==> config.mk <==
export PLATFORM = sky130hd
export DESIGN_NAME = usbsw_top
export DESIGN_NICKNAME = d
export VERILOG_FILES = /design/src/design/usbsw_pkg.sv /design/src/design/usbsw_top.sv
export SDC_FILE = /design/constraint.sdc
export NUM_CORES = 1
export LEC_CHECK = 0
export ABC_CLOCK_PERIOD_IN_PS = 5610
export BUFFER_PORTS_ARGS = -buffer_cell sky130_fd_sc_hd__buf_2
export CELL_PAD_IN_SITES_DETAIL_PLACEMENT = 0
export CELL_PAD_IN_SITES_GLOBAL_PLACEMENT = 2
export CORE_MARGIN = 4
export CORE_UTILIZATION = 35
export CTS_BUF_LIST = sky130_fd_sc_hd__clkbuf_4 sky130_fd_sc_hd__clkbuf_8 sky130_fd_sc_hd__clkbuf_16
export DETAILED_ROUTE_END_ITERATION = 8
export GPL_TIMING_DRIVEN = 0
export PLACE_DENSITY_LB_ADDON = 0.1
export SLEW_MARGIN = 20
export SYNTH_ARGS = -nofsm -noshare
export SYNTH_HDL_FRONTEND = slang
export SYNTH_SLANG_ARGS = --single-unit
==> constraint.sdc <==
create_clock -name hclk -period 5.61 [get_ports hclk]
set_input_delay 0.561 -clock hclk [delete_from_list [all_inputs] [get_ports hclk]]
set_output_delay 0.561 -clock hclk [all_outputs]
set_load 0.02 [all_outputs]
==> src/design/usbsw_pkg.sv <==
// package for the usb suspend, wake-up and interrupt block:
// register map, field positions, timing counts and link carriers.
// assumes a 20 MHz system clock and a 32-bit ahb-lite register bus.
package usbsw_pkg;

   // =========================================================
   // timing
   localparam int CLK_HZ = 20_000_000;
   localparam int IDLE_TIME_US = 3000; // bus silence before suspend
   localparam int IDLE_CYCLES = (IDLE_TIME_US * (CLK_HZ / 1_000_000));
   localparam int WAKE_TIME_US = 1000; // remote wake-up pulse length
   localparam int WAKE_CYCLES = (WAKE_TIME_US * (CLK_HZ / 1_000_000));

   // =========================================================
   // register byte offsets
   localparam logic [7:0] OFS_IRQC = 8'h00;
   localparam logic [7:0] OFS_STATUS = 8'h04;
   localparam logic [7:0] OFS_CLOCK = 8'h08;
   localparam logic [7:0] OFS_IN_EN = 8'h0C;
   localparam logic [7:0] OFS_EP_IEN = 8'h10;
   localparam logic [7:0] OFS_EP_FLAG = 8'h14;
   localparam logic [7:0] OFS_PIPE0 = 8'h20; // pipes at 0x20 + 4*n
   localparam logic [7:0] OFS_PIPE_END = 8'h40;

   // =========================================================
   // field positions
   localparam int BIT_IRQ_REQ = 6; // interrupt_control_zero
   localparam int BIT_IRQ_EN = 3;
   localparam int BIT_GLB_EN = 0;
   localparam int BIT_SLEEP = 0; // bus_status_ctrl_reg
   localparam int BIT_RESUME = 1;
   localparam int BIT_WAKE = 2;
   localparam int BIT_CLK_GATE = 0; // bus_clock_ctrl_reg
   localparam int BIT_DEEP = 1;

   // =========================================================
   // reset values
   localparam logic [7:0] RST_BYTE = 8'h00;
   localparam logic [31:0] RST_WORD = 32'h0000_0000;

   // =========================================================
   // suspend sequencer states
   typedef enum logic [1:0]
   {
      ST_ACTIVE = 2'b00,
      ST_SUSPEND = 2'b01,
      ST_RESUMING = 2'b10
   } usbsw_state_type;

   // signals from the serial interface engine side
   typedef struct packed
   {
      logic bus_active;
      logic host_resume;
      logic bus_reset;
      logic [7:0] ep_access;
      logic [7:0] sie_we;
      logic [7:0] sie_wdata;
   } usbsw_link_in_type;

   // signals toward the transceiver and clock control
   typedef struct packed
   {
      logic suspended;
      logic remote_wake;
      logic usb_clk_en;
      logic deep_sleep;
   } usbsw_link_out_type;

endpackage

==> src/design/usbsw_top.sv <==
// suspend, resume, remote wake-up and usb interrupt logic with the
// eight endpoint pipe byte ports, as an ahb-lite slave.
// assumes one master, single word transfers and sie inputs that are
// synchronous to hclk.
//
// Implementation choices: the AHB-Lite register port and the address map.
`timescale 1ns/1ps

// Overview of operation
// - over 3 ms of bus silence enters suspend, sets sleep flag, raises request
// - deep sleep bit during suspend drives the lower power output
// - host resume wakes device, sets resume flag and raises request
// - leaving suspend clears deep sleep bit and resume flag
// - setting remote wake bit while suspended emits a remote wake-up pulse
// - suspend, resume, bus reset and pipe access all raise request
// - pipe access flag interrupts only with pipe and its enable set
// - suspend and resume need no enable inside the usb logic
// - sleep and resume flags are read only, set by hardware
// - request is taken only with usb and global enables set
// - request is taken only while the return stack is not full
// - eight byte-wide read/write pipe ports, not reset
// - one request flag and one enable bit for the usb source
// - per endpoint input buffer enable bit gates its access interrupt
module usbsw_top
#(
   parameter int IDLE_CYCLES = usbsw_pkg::IDLE_CYCLES,
   parameter int WAKE_CYCLES = usbsw_pkg::WAKE_CYCLES
)
(
   input wire logic hclk,
   input wire logic hresetn,
   input wire logic hsel,
   input wire logic [31:0] haddr,
   input wire logic [1:0] htrans,
   input wire logic hwrite,
   input wire logic [2:0] hsize,
   input wire logic [31:0] hwdata,
   input wire logic hready,
   output logic hreadyout,
   output logic hresp,
   output logic [31:0] hrdata,
   input wire usbsw_pkg::usbsw_link_in_type link_in,
   output usbsw_pkg::usbsw_link_out_type link_out,
   input wire logic stack_full,
   input wire logic irq_ack,
   output logic irq_take,
   output logic [63:0] pipe_bytes
);
   import usbsw_pkg::*;

   localparam int IW = $clog2(IDLE_CYCLES + 1);
   localparam int WW = $clog2(WAKE_CYCLES + 1);
   localparam logic [IW-1:0] IDLE_LAST = IW'(IDLE_CYCLES);
   localparam logic [WW-1:0] WAKE_LOAD = WW'(WAKE_CYCLES);

   // =========================================================
   // state declarations
   usbsw_state_type state_reg, state_next;
   logic [IW-1:0] idle_cnt_reg, idle_cnt_next;
   logic [WW-1:0] wake_cnt_reg, wake_cnt_next;
   logic irq_req_reg, irq_req_next;
   logic irq_en_reg, irq_en_next;
   logic glb_en_reg, glb_en_next;
   logic wake_req_reg, wake_req_next;
   logic clk_gate_reg, clk_gate_next;
   logic deep_reg, deep_next;
   logic [7:0] in_en_reg, in_en_next;
   logic [7:0] ep_ien_reg, ep_ien_next;
   logic [7:0] ep_flag_reg, ep_flag_next;
   logic [7:0] ep_pend_reg, ep_pend_next;
   logic [7:0] pipe_reg [8];
   logic [7:0] pipe_next [8];
   logic wr_pend_reg, wr_pend_next;
   logic [7:0] wr_addr_reg, wr_addr_next;
   logic [31:0] hrdata_reg, hrdata_next;
   logic enter_sleep, resume_ev, leave_sleep, ep_new, usb_event;
   logic wr_now, rd_now;
   logic [7:0] wdat;

   // is the byte offset one of the eight pipe ports
   function automatic logic is_pipe(input logic [7:0] a);
      is_pipe = (a >= OFS_PIPE0) && (a < OFS_PIPE_END);
   endfunction

   // pipe index of a pipe offset
   function automatic logic [2:0] pipe_idx(input logic [7:0] a);
      pipe_idx = a[4:2];
   endfunction

   // =========================================================
   // bus decode: zero wait state, always okay
   assign hreadyout = 1'b1;
   assign hresp = 1'b0;
   assign hrdata = hrdata_reg;
   assign rd_now = hsel && hready && htrans[1] && !hwrite;
   assign wr_now = wr_pend_reg;
   assign wdat = hwdata[7:0];

   // =========================================================
   // suspend sequencer events
   assign enter_sleep = (state_reg == ST_ACTIVE) && !link_in.bus_active
      && (idle_cnt_reg == IDLE_LAST);
   assign resume_ev = (state_reg == ST_SUSPEND)
      && link_in.host_resume;
   // leave once clocks are back and the host talks after its resume
   assign leave_sleep = (state_reg == ST_RESUMING) && clk_gate_reg
      && link_in.bus_active && !link_in.host_resume;
   assign ep_pend_next = ep_flag_reg & in_en_reg & ep_ien_reg;
   assign ep_new = |(ep_pend_next & ~ep_pend_reg);
   // suspend and resume bypass every per-source enable
   assign usb_event = enter_sleep || resume_ev || link_in.bus_reset
      || ep_new;

   // =========================================================
   // suspend and wake-up next state
   always_comb
   begin
      state_next = state_reg;
      idle_cnt_next = idle_cnt_reg;
      wake_cnt_next = wake_cnt_reg;
      if (link_in.bus_active || state_reg != ST_ACTIVE)
      begin
         idle_cnt_next = '0;
      end
      else if (idle_cnt_reg != IDLE_LAST)
      begin
         idle_cnt_next = idle_cnt_reg + 1'b1;
      end
      case (state_reg)
         ST_ACTIVE:
         begin
            if (enter_sleep)
            begin
               state_next = ST_SUSPEND;
            end
         end
         ST_SUSPEND:
         begin
            if (link_in.bus_reset)
            begin
               state_next = ST_ACTIVE;
            end
            else if (resume_ev)
            begin
               state_next = ST_RESUMING;
            end
         end
         ST_RESUMING:
         begin
            if (leave_sleep || link_in.bus_reset)
            begin
               state_next = ST_ACTIVE;
            end
         end
         default:
         begin
            state_next = ST_ACTIVE;
         end
      endcase
      // a fresh write of one while suspended starts the wake pulse
      if (wr_now && wr_addr_reg == OFS_STATUS && wdat[BIT_WAKE]
         && !wake_req_reg && state_reg == ST_SUSPEND)
      begin
         wake_cnt_next = WAKE_LOAD;
      end
      else if (wake_cnt_reg != '0)
      begin
         wake_cnt_next = wake_cnt_reg - 1'b1;
      end
   end

   // =========================================================
   // register file next values; hardware set beats software clear
   always_comb
   begin
      irq_en_next = irq_en_reg;
      glb_en_next = glb_en_reg;
      wake_req_next = wake_req_reg;
      clk_gate_next = clk_gate_reg;
      deep_next = deep_reg;
      in_en_next = in_en_reg;
      ep_ien_next = ep_ien_reg;
      ep_flag_next = ep_flag_reg;
      irq_req_next = irq_req_reg;
      for (int i = 0; i < 8; i++)
      begin
         pipe_next[i] = link_in.sie_we[i] ? link_in.sie_wdata : pipe_reg[i];
      end
      if (wr_now)
      begin
         case (wr_addr_reg)
            OFS_IRQC:
            begin
               irq_req_next = wdat[BIT_IRQ_REQ];
               irq_en_next = wdat[BIT_IRQ_EN];
               glb_en_next = wdat[BIT_GLB_EN];
            end
            OFS_STATUS: wake_req_next = wdat[BIT_WAKE];
            OFS_CLOCK:
            begin
               clk_gate_next = wdat[BIT_CLK_GATE];
               deep_next = wdat[BIT_DEEP];
            end
            OFS_IN_EN: in_en_next = wdat;
            OFS_EP_IEN: ep_ien_next = wdat;
            OFS_EP_FLAG: ep_flag_next = ep_flag_reg & wdat;
            default:
            begin
               if (is_pipe(wr_addr_reg))
               begin
                  pipe_next[pipe_idx(wr_addr_reg)] = wdat;
               end
            end
         endcase
      end
      if (irq_ack)
      begin
         irq_req_next = 1'b0;
      end
      if (usb_event)
      begin
         irq_req_next = 1'b1;
      end
      ep_flag_next = ep_flag_next | link_in.ep_access;
      // leaving suspend by any route, bus reset included, drops deep sleep
      if (state_reg != ST_ACTIVE && state_next == ST_ACTIVE)
      begin
         deep_next = 1'b0;
      end
   end

   // =========================================================
   // bus phase and read data next values; reads see pending writes
   always_comb
   begin
      wr_pend_next = hsel && hready && htrans[1] && hwrite;
      wr_addr_next = haddr[7:0];
      hrdata_next = hrdata_reg;
      if (rd_now)
      begin
         hrdata_next = RST_WORD;
         case (haddr[7:0])
            OFS_IRQC:
            begin
               hrdata_next[BIT_IRQ_REQ] = irq_req_next;
               hrdata_next[BIT_IRQ_EN] = irq_en_next;
               hrdata_next[BIT_GLB_EN] = glb_en_next;
            end
            OFS_STATUS:
            begin
               hrdata_next[BIT_SLEEP] = (state_next != ST_ACTIVE);
               hrdata_next[BIT_RESUME] = (state_next == ST_RESUMING);
               hrdata_next[BIT_WAKE] = wake_req_next;
            end
            OFS_CLOCK:
            begin
               hrdata_next[BIT_CLK_GATE] = clk_gate_next;
               hrdata_next[BIT_DEEP] = deep_next;
            end
            OFS_IN_EN: hrdata_next[7:0] = in_en_next;
            OFS_EP_IEN: hrdata_next[7:0] = ep_ien_next;
            OFS_EP_FLAG: hrdata_next[7:0] = ep_flag_next;
            default:
            begin
               if (is_pipe(haddr[7:0]))
               begin
                  hrdata_next[7:0] = pipe_next[pipe_idx(haddr[7:0])];
               end
            end
         endcase
      end
   end

   // =========================================================
   // control registers
   always_ff @(posedge hclk or negedge hresetn)
   begin
      if (!hresetn)
      begin
         state_reg <= ST_ACTIVE;
         idle_cnt_reg <= '0;
         wake_cnt_reg <= '0;
         irq_req_reg <= 1'b0;
         irq_en_reg <= 1'b0;
         glb_en_reg <= 1'b0;
         wake_req_reg <= 1'b0;
         clk_gate_reg <= 1'b0;
         deep_reg <= 1'b0;
         in_en_reg <= RST_BYTE;
         ep_ien_reg <= RST_BYTE;
         ep_flag_reg <= RST_BYTE;
         ep_pend_reg <= RST_BYTE;
         wr_pend_reg <= 1'b0;
         wr_addr_reg <= RST_BYTE;
         hrdata_reg <= RST_WORD;
      end
      else
      begin
         state_reg <= state_next;
         idle_cnt_reg <= idle_cnt_next;
         wake_cnt_reg <= wake_cnt_next;
         irq_req_reg <= irq_req_next;
         irq_en_reg <= irq_en_next;
         glb_en_reg <= glb_en_next;
         wake_req_reg <= wake_req_next;
         clk_gate_reg <= clk_gate_next;
         deep_reg <= deep_next;
         in_en_reg <= in_en_next;
         ep_ien_reg <= ep_ien_next;
         ep_flag_reg <= ep_flag_next;
         ep_pend_reg <= ep_pend_next;
         wr_pend_reg <= wr_pend_next;
         wr_addr_reg <= wr_addr_next;
         hrdata_reg <= hrdata_next;
      end
   end

   // pipe bytes power up unknown, so they carry no reset
   always_ff @(posedge hclk)
   begin
      for (int i = 0; i < 8; i++)
      begin
         pipe_reg[i] <= pipe_next[i];
      end
   end

   // =========================================================
   // outputs toward the link and the processor core
   assign link_out.suspended = (state_reg != ST_ACTIVE);
   assign link_out.remote_wake = (wake_cnt_reg != '0);
   assign link_out.usb_clk_en = clk_gate_reg;
   // deep sleep only counts while suspended
   assign link_out.deep_sleep = deep_reg
      && (state_reg != ST_ACTIVE);
   assign irq_take = irq_req_reg && irq_en_reg && glb_en_reg
      && !stack_full;
   always_comb
   begin
      for (int i = 0; i < 8; i++)
      begin
         pipe_bytes[i*8 +: 8] = pipe_reg[i];
      end
   end
endmodule

=== Yosys cells after proc, flatten, opt, wreduce, memory -nomap -nowiden ===
Memory sizes are Yosys's and may differ from the RTL's.
Cells that the tools add are included.

* Bitwise operators: 8
* $lt $le $gt $ge: 7
* Eq/ne operators: 15
* Multiply operators: 0
* Add/sub/neg operators: 2
* Reduce and logical (&&, ||, !) cells: 46
* Shift operators: 0
* Multiplexer cells: 55
* Div/mod/pow operators: 0

{| class="wikitable"
|+ Operator list
! kind !! number
|-
| two-way mux 64 bit || 3
|-
| two-way mux 8 bit || 18
|-
| bitwise mux 64 bit || 1
|-
| bitwise AND 8 bit || 4
|-
| == test 8 x 4 -> 1 bit, second input constant || 4
|-
| == test 8 x 5 -> 1 bit, second input constant || 4
|-
| two-way mux 16 bit || 2
|-
| two-way mux 15 bit || 2
|-
| binary-select mux 8 bit (select 3 bit) || 1
|-
| demux 8 bit (select 3 bit) || 1
|-
| logical AND 1 bit || 22
|-
| adder 16 x 1 -> 16 bit, second input constant || 1
|-
| == test 16 bit, second input constant || 1
|-
| == test 8 x 3 -> 1 bit, second input constant || 2
|-
| >= comparator 8 x 6 -> 1 bit, second input constant || 2
|-
| zero test 8 bit || 2
|-
| less-than comparator 8 x 7 -> 1 bit, second input constant || 2
|-
| != test 16 bit, second input constant || 1
|-
| two-way mux 1 bit || 15
|-
| case mux 1 bit (5 select lines) || 3
|-
| nonzero test 15 bit || 1
|-
| subtractor 15 x 1 -> 15 bit, second input constant || 1
|-
| case mux 1 bit (6 select lines) || 2
|-
| >= comparator 4 bit, second input constant || 2
|-
| other kinds (18) || 36
|}

* Output and inout port bits: 103
* Bits of input ports: 103
* Memories kept: 1
* Register bits: 88
* ROM bits: 0
* Bits in writable memories: 64
* Word-level logic and storage cells: 150
* Bits in latches: 0

{| class="wikitable"
|+ Memory list
! name !! words !! width !! rd ports !! clocked after memory_dff !! wr ports !! line !! RTL
|-
| pipe_reg || 8 || 8 || 8 || 0 || 8 || usbsw_top.sv:71 || <nowiki>logic [7:0] pipe_reg [8];</nowiki>
|}

=== Depth between registers and ports, before layout ===
* Word-level depth: 14
* Depth in mapped cells: 11
* Mapped depth without buffers: 9

=== Worst setup path after synthesis ===
No wires, ideal clock.

* Kind: flip-flop to output port
* From: register wake_cnt_reg[0]
* To: output link_out[2] in the netlist's numbering
* Setup slack: 3.080 ns
* Cell stages (with the launch flop): 9
* Data arrival time: 1.969 ns
* Cells stage by stage: dfrtp_1 inv_1 ha_1 or3b_2 clkbuf_1 nor4_1 and3b_1 buf_2 clkinv_1

{| class="wikitable"
|+ RTL lines
! element !! line !! RTL
|-
| start, declared || usbsw_top.sv:60 || <nowiki>logic [WW-1:0] wake_cnt_reg, wake_cnt_next;</nowiki>
|-
| start signal, assigned || usbsw_top.sv:301 || <nowiki>wake_cnt_reg <= wake_cnt_next;</nowiki>
|-
| end, declared || usbsw_top.sv:43 || <nowiki>output usbsw_pkg::usbsw_link_out_type link_out,</nowiki>
|}

==> key figures <==
Run status
  – Status: finished, final reports clean

Finish
  – Final #Nets: 1,147
  – Area Overhead vs Synth: 21.1%
  – FILL cells: roughly 2,300
  – Seq. cell area: 3480 sq um
  – Multi-input gate area: 4270 sq um
  – Layout cell share with drive strength beyond 1: 0.223
  – Final Core Density: 0.434
  – N_diodes: 0
  – Largest register FFs: 64

Global route
  – Congestion Overflow GR: 0
  – Largest net degree at the start of global routing: 50
  – Initial antenna violation count: 0
  – First-pass GRT wire length: 44.1 mm
  – Vias in the first global route: 7,285
  – Total GRT Usage: 0.223

Routing
  – DRT iter0 DRCs: approximately 630
  – Drc violations: 0
  – Remaining antenna violation count: 0
  – 1st-pass router iterations: 5
  – Wire length per cell: 21.2 um
  – Final wirelength: 29.0 mm
  – Routed vias: between 7,000 and 8,000
  – Routed vias/inst: 5.25

STA
  – Final slew viol count: 0
  – Hold slack: 0.0477 ns
  – Final setup margin: ~2.2 ns
  – Worst Tran Pin Value: 0.878 ns
  – Period utilisation layout: 0.612
  – Setup TNS: 0 ns
  – Final setup violation count: 0
  – Clock Skew: 0.0109 ns
  – Max Clk Rate: 0.291 GHz
  – Final hold violation count: 0
  – Unrepaired setup endpoints after global routing: no
  – Relative slew margins: 0.413
  – Min Tclk post-route: 3.43 ns

Placement
  – Port bufs: 113
  – HPWL Detailed: between 20 and 25 mm
  – Setup slack at placement: 2.07 ns
  – RD Place Congestion: 0.852

Pwr
  – Cell area power density: about 310 nW/um^2
  – Part of the power in registers: 0.416
  – Peak supply drop: 0.159 mV
  – Clock power share: 0.401
  – Switch Pwr: 0.000893 W
  – Sw Share: 0.288
  – Cell Int Power: 0.00221 W
  – Comb pwr share: 0.182
  – Pleak: 4.36 nW
  – Final Power: 0.00310 W

Setup path
  – Most frequent CP cell: buf_2
  – Reg2reg path depth: 7
  – Slowest-stage cell, CP: or3b_2
  – Crit. End Element: output pin
  – Reg2reg setup slack: 2.51 ns
  – Worst setup path end: link_out[2]
  – Worst-path fanout max: 10
  – WS Path Type: register to output pin
  – WP data arrival: 2.87 ns
  – CP max stage delay: 0.45 ns
  – Crit-path cells: inv_1, ha_1, or3b_2, clkbuf_1, nor4_1, and3b_1, buf_2, clkinv_1, buf_2
  – Critical Path RT: slightly above 5 ns
  – RR Startpoint: wr_addr_reg[2]
  – Critical path origin: wake_cnt_reg[0]
  – Startpoint types: register
  – Worst flop-to-flop path endpoint: hrdata[3]

Logic synthesis
  – Number of enable flip-flop cells after synthesis: 0
  – Yosys cell types: 80
  – Synth warn: 0
  – Synthesized netlist cell count: 883
  – Most frequent cell after synthesis: nor2_1
  – Share of the synthesized area in the top cell type: 0.269
  – Post-synth top area cell: dfrtp_1
  – Async SR Flop Fraction: 0.579
  – Mapped Area: 8190 sq um
  – Flops & latches, synth: 152
  – Most frequent cells after synthesis: nor2_1, dfrtp_1, a21oi_1
  – Primary FF master, synth: dfrtp_1
  – Post-Syn Area per Cell: just over 9 sq um
  – Top post-synthesis cells by area: dfrtp_1, dfxtp_1, mux2i_1
  – Sequential fraction of the synthesis area: 0.425

Die
  – Die Ht: 161 um
  – Initial Util: 0.359
  – Die width: 161 um
  – Core Box Area: 22,800 sq um
  – Rows: 55
  – DIE AREA: roughly 26,000 sq um
  – I/O pin cnt: 206

CTS
  – CTS resizes: 0
  – Setup Fix Bufs, Post-CTS: 0
  – Clock Latency Late Sink: 0.42 ns
  – CTS Buffer Depth: 2
  – TritonCTS clock tree: yes
  – CTS Root Buffer Type: clkbuf_16
  – Clk slew on worst S/H paths: 0.06 ns
  – # H-tree levels: 4
  – Hold buffers post-CTS: 0
  – Total CTS buffers: 17
  – Clock sinks: between 150 and 200

Min path
  – Min-delay worst type: primary input to async pin

Run
  – Number of max-cap violations: 0
==> worst min-delay path by stage <==
stage,start,endpoint,slack (ns)
2_1_floorplan,hresetn,clk_gate_reg,0.27
3_3_place_gp,ep_flag_reg[7],ep_flag_reg[7],0.50
3_5_place_dp,hresetn,idle_cnt_reg[13],0.50
4_1_cts,hresetn,idle_cnt_reg[13],0.05
5_1_grt,hresetn,idle_cnt_reg[13],0.06
6_report,hresetn,idle_cnt_reg[13],0.05
==> through the flow <==
step,cell area [sq um],cells
after floorplan,8280,907
after global placement,9240,1333
after detailed placement,9290,1335
after CTS,9920,1367
after global routing,9920,1367
final,9920,1367
==> cell usage in the layout (no fill, tap or decap), drive strengths merged, types with 8 or more instances in the layout <==
cell and count:
dfrtp 88, nand2b 14, clkbuf 73, mux2i 61, a211oi 8, inv 21, nand3b 8, nor3 20
nand3 30, o211ai 9, dfxtp 64, o21ai 28, and3 13, a21oi 73, nor2 97, nand2 36
buf 155, mux2 36, nor4 14, a21o 10, conb 26, nor2b 8, xnor2 17
==> layer usage <==
layer / part of all wire / global-route usage / vias up
met5: 0 / 0 / -
met4: 0.011 / 0.0396 / 0
met3: 0.056 / 0.0462 / 26
met2: 0.47 / 0.368 / 223
met1: 0.46 / 0.307 / 3452
li1: - / - / 3476
==> cells by family after synthesis <==
group / count (synthesis) / synth area share
compound gates: 206 / 0.169
other cells: 2 / 0.000917
fa+ha+maj: 3 / 0.00458
buf+inv: 112 / 0.0661
mux: 98 / 0.127
simple gates: 286 / 0.181
flops: 152 / 0.425
xor+xnor: 24 / 0.0257
==> power by group through the flow <==
stage | sequential [W] | clock [W] | combinational (W)
after global placement | 0.00131 | 0 | 0.000563
after detailed placement | 0.00131 | 0 | 0.000567
after floorplan | 0.00137 | 0 | 0.000296
final | 0.00129 | 0.00125 | 0.000565
after global routing | 0.00131 | 0.00132 | 0.000618
after CTS | 0.00129 | 0.00127 | 0.000569
==> critical path: cells and delay by family (launching register included) <==
family                   cells  cell delay, ns
flip-flops                   1            0.40
AND/OR/NAND/NOR              3            0.86
buffers and inverters        5            1.01
adder cells (fa/ha/maj)      1            0.18
==> area by class of cell <==
cell class / instances / share of cell area
buffer: 89 / 0.0459
clock buffer: 24 / 0.0488
clock inverter: 8 / 0.0150
inverter: 23 / 0.00870
multi-input combinational: 643 / 0.430
sequential: 152 / 0.351
tap: 313 / 0.0395
timing repair buffer: 115 / 0.0609
(Power assumes the default switching activity.)
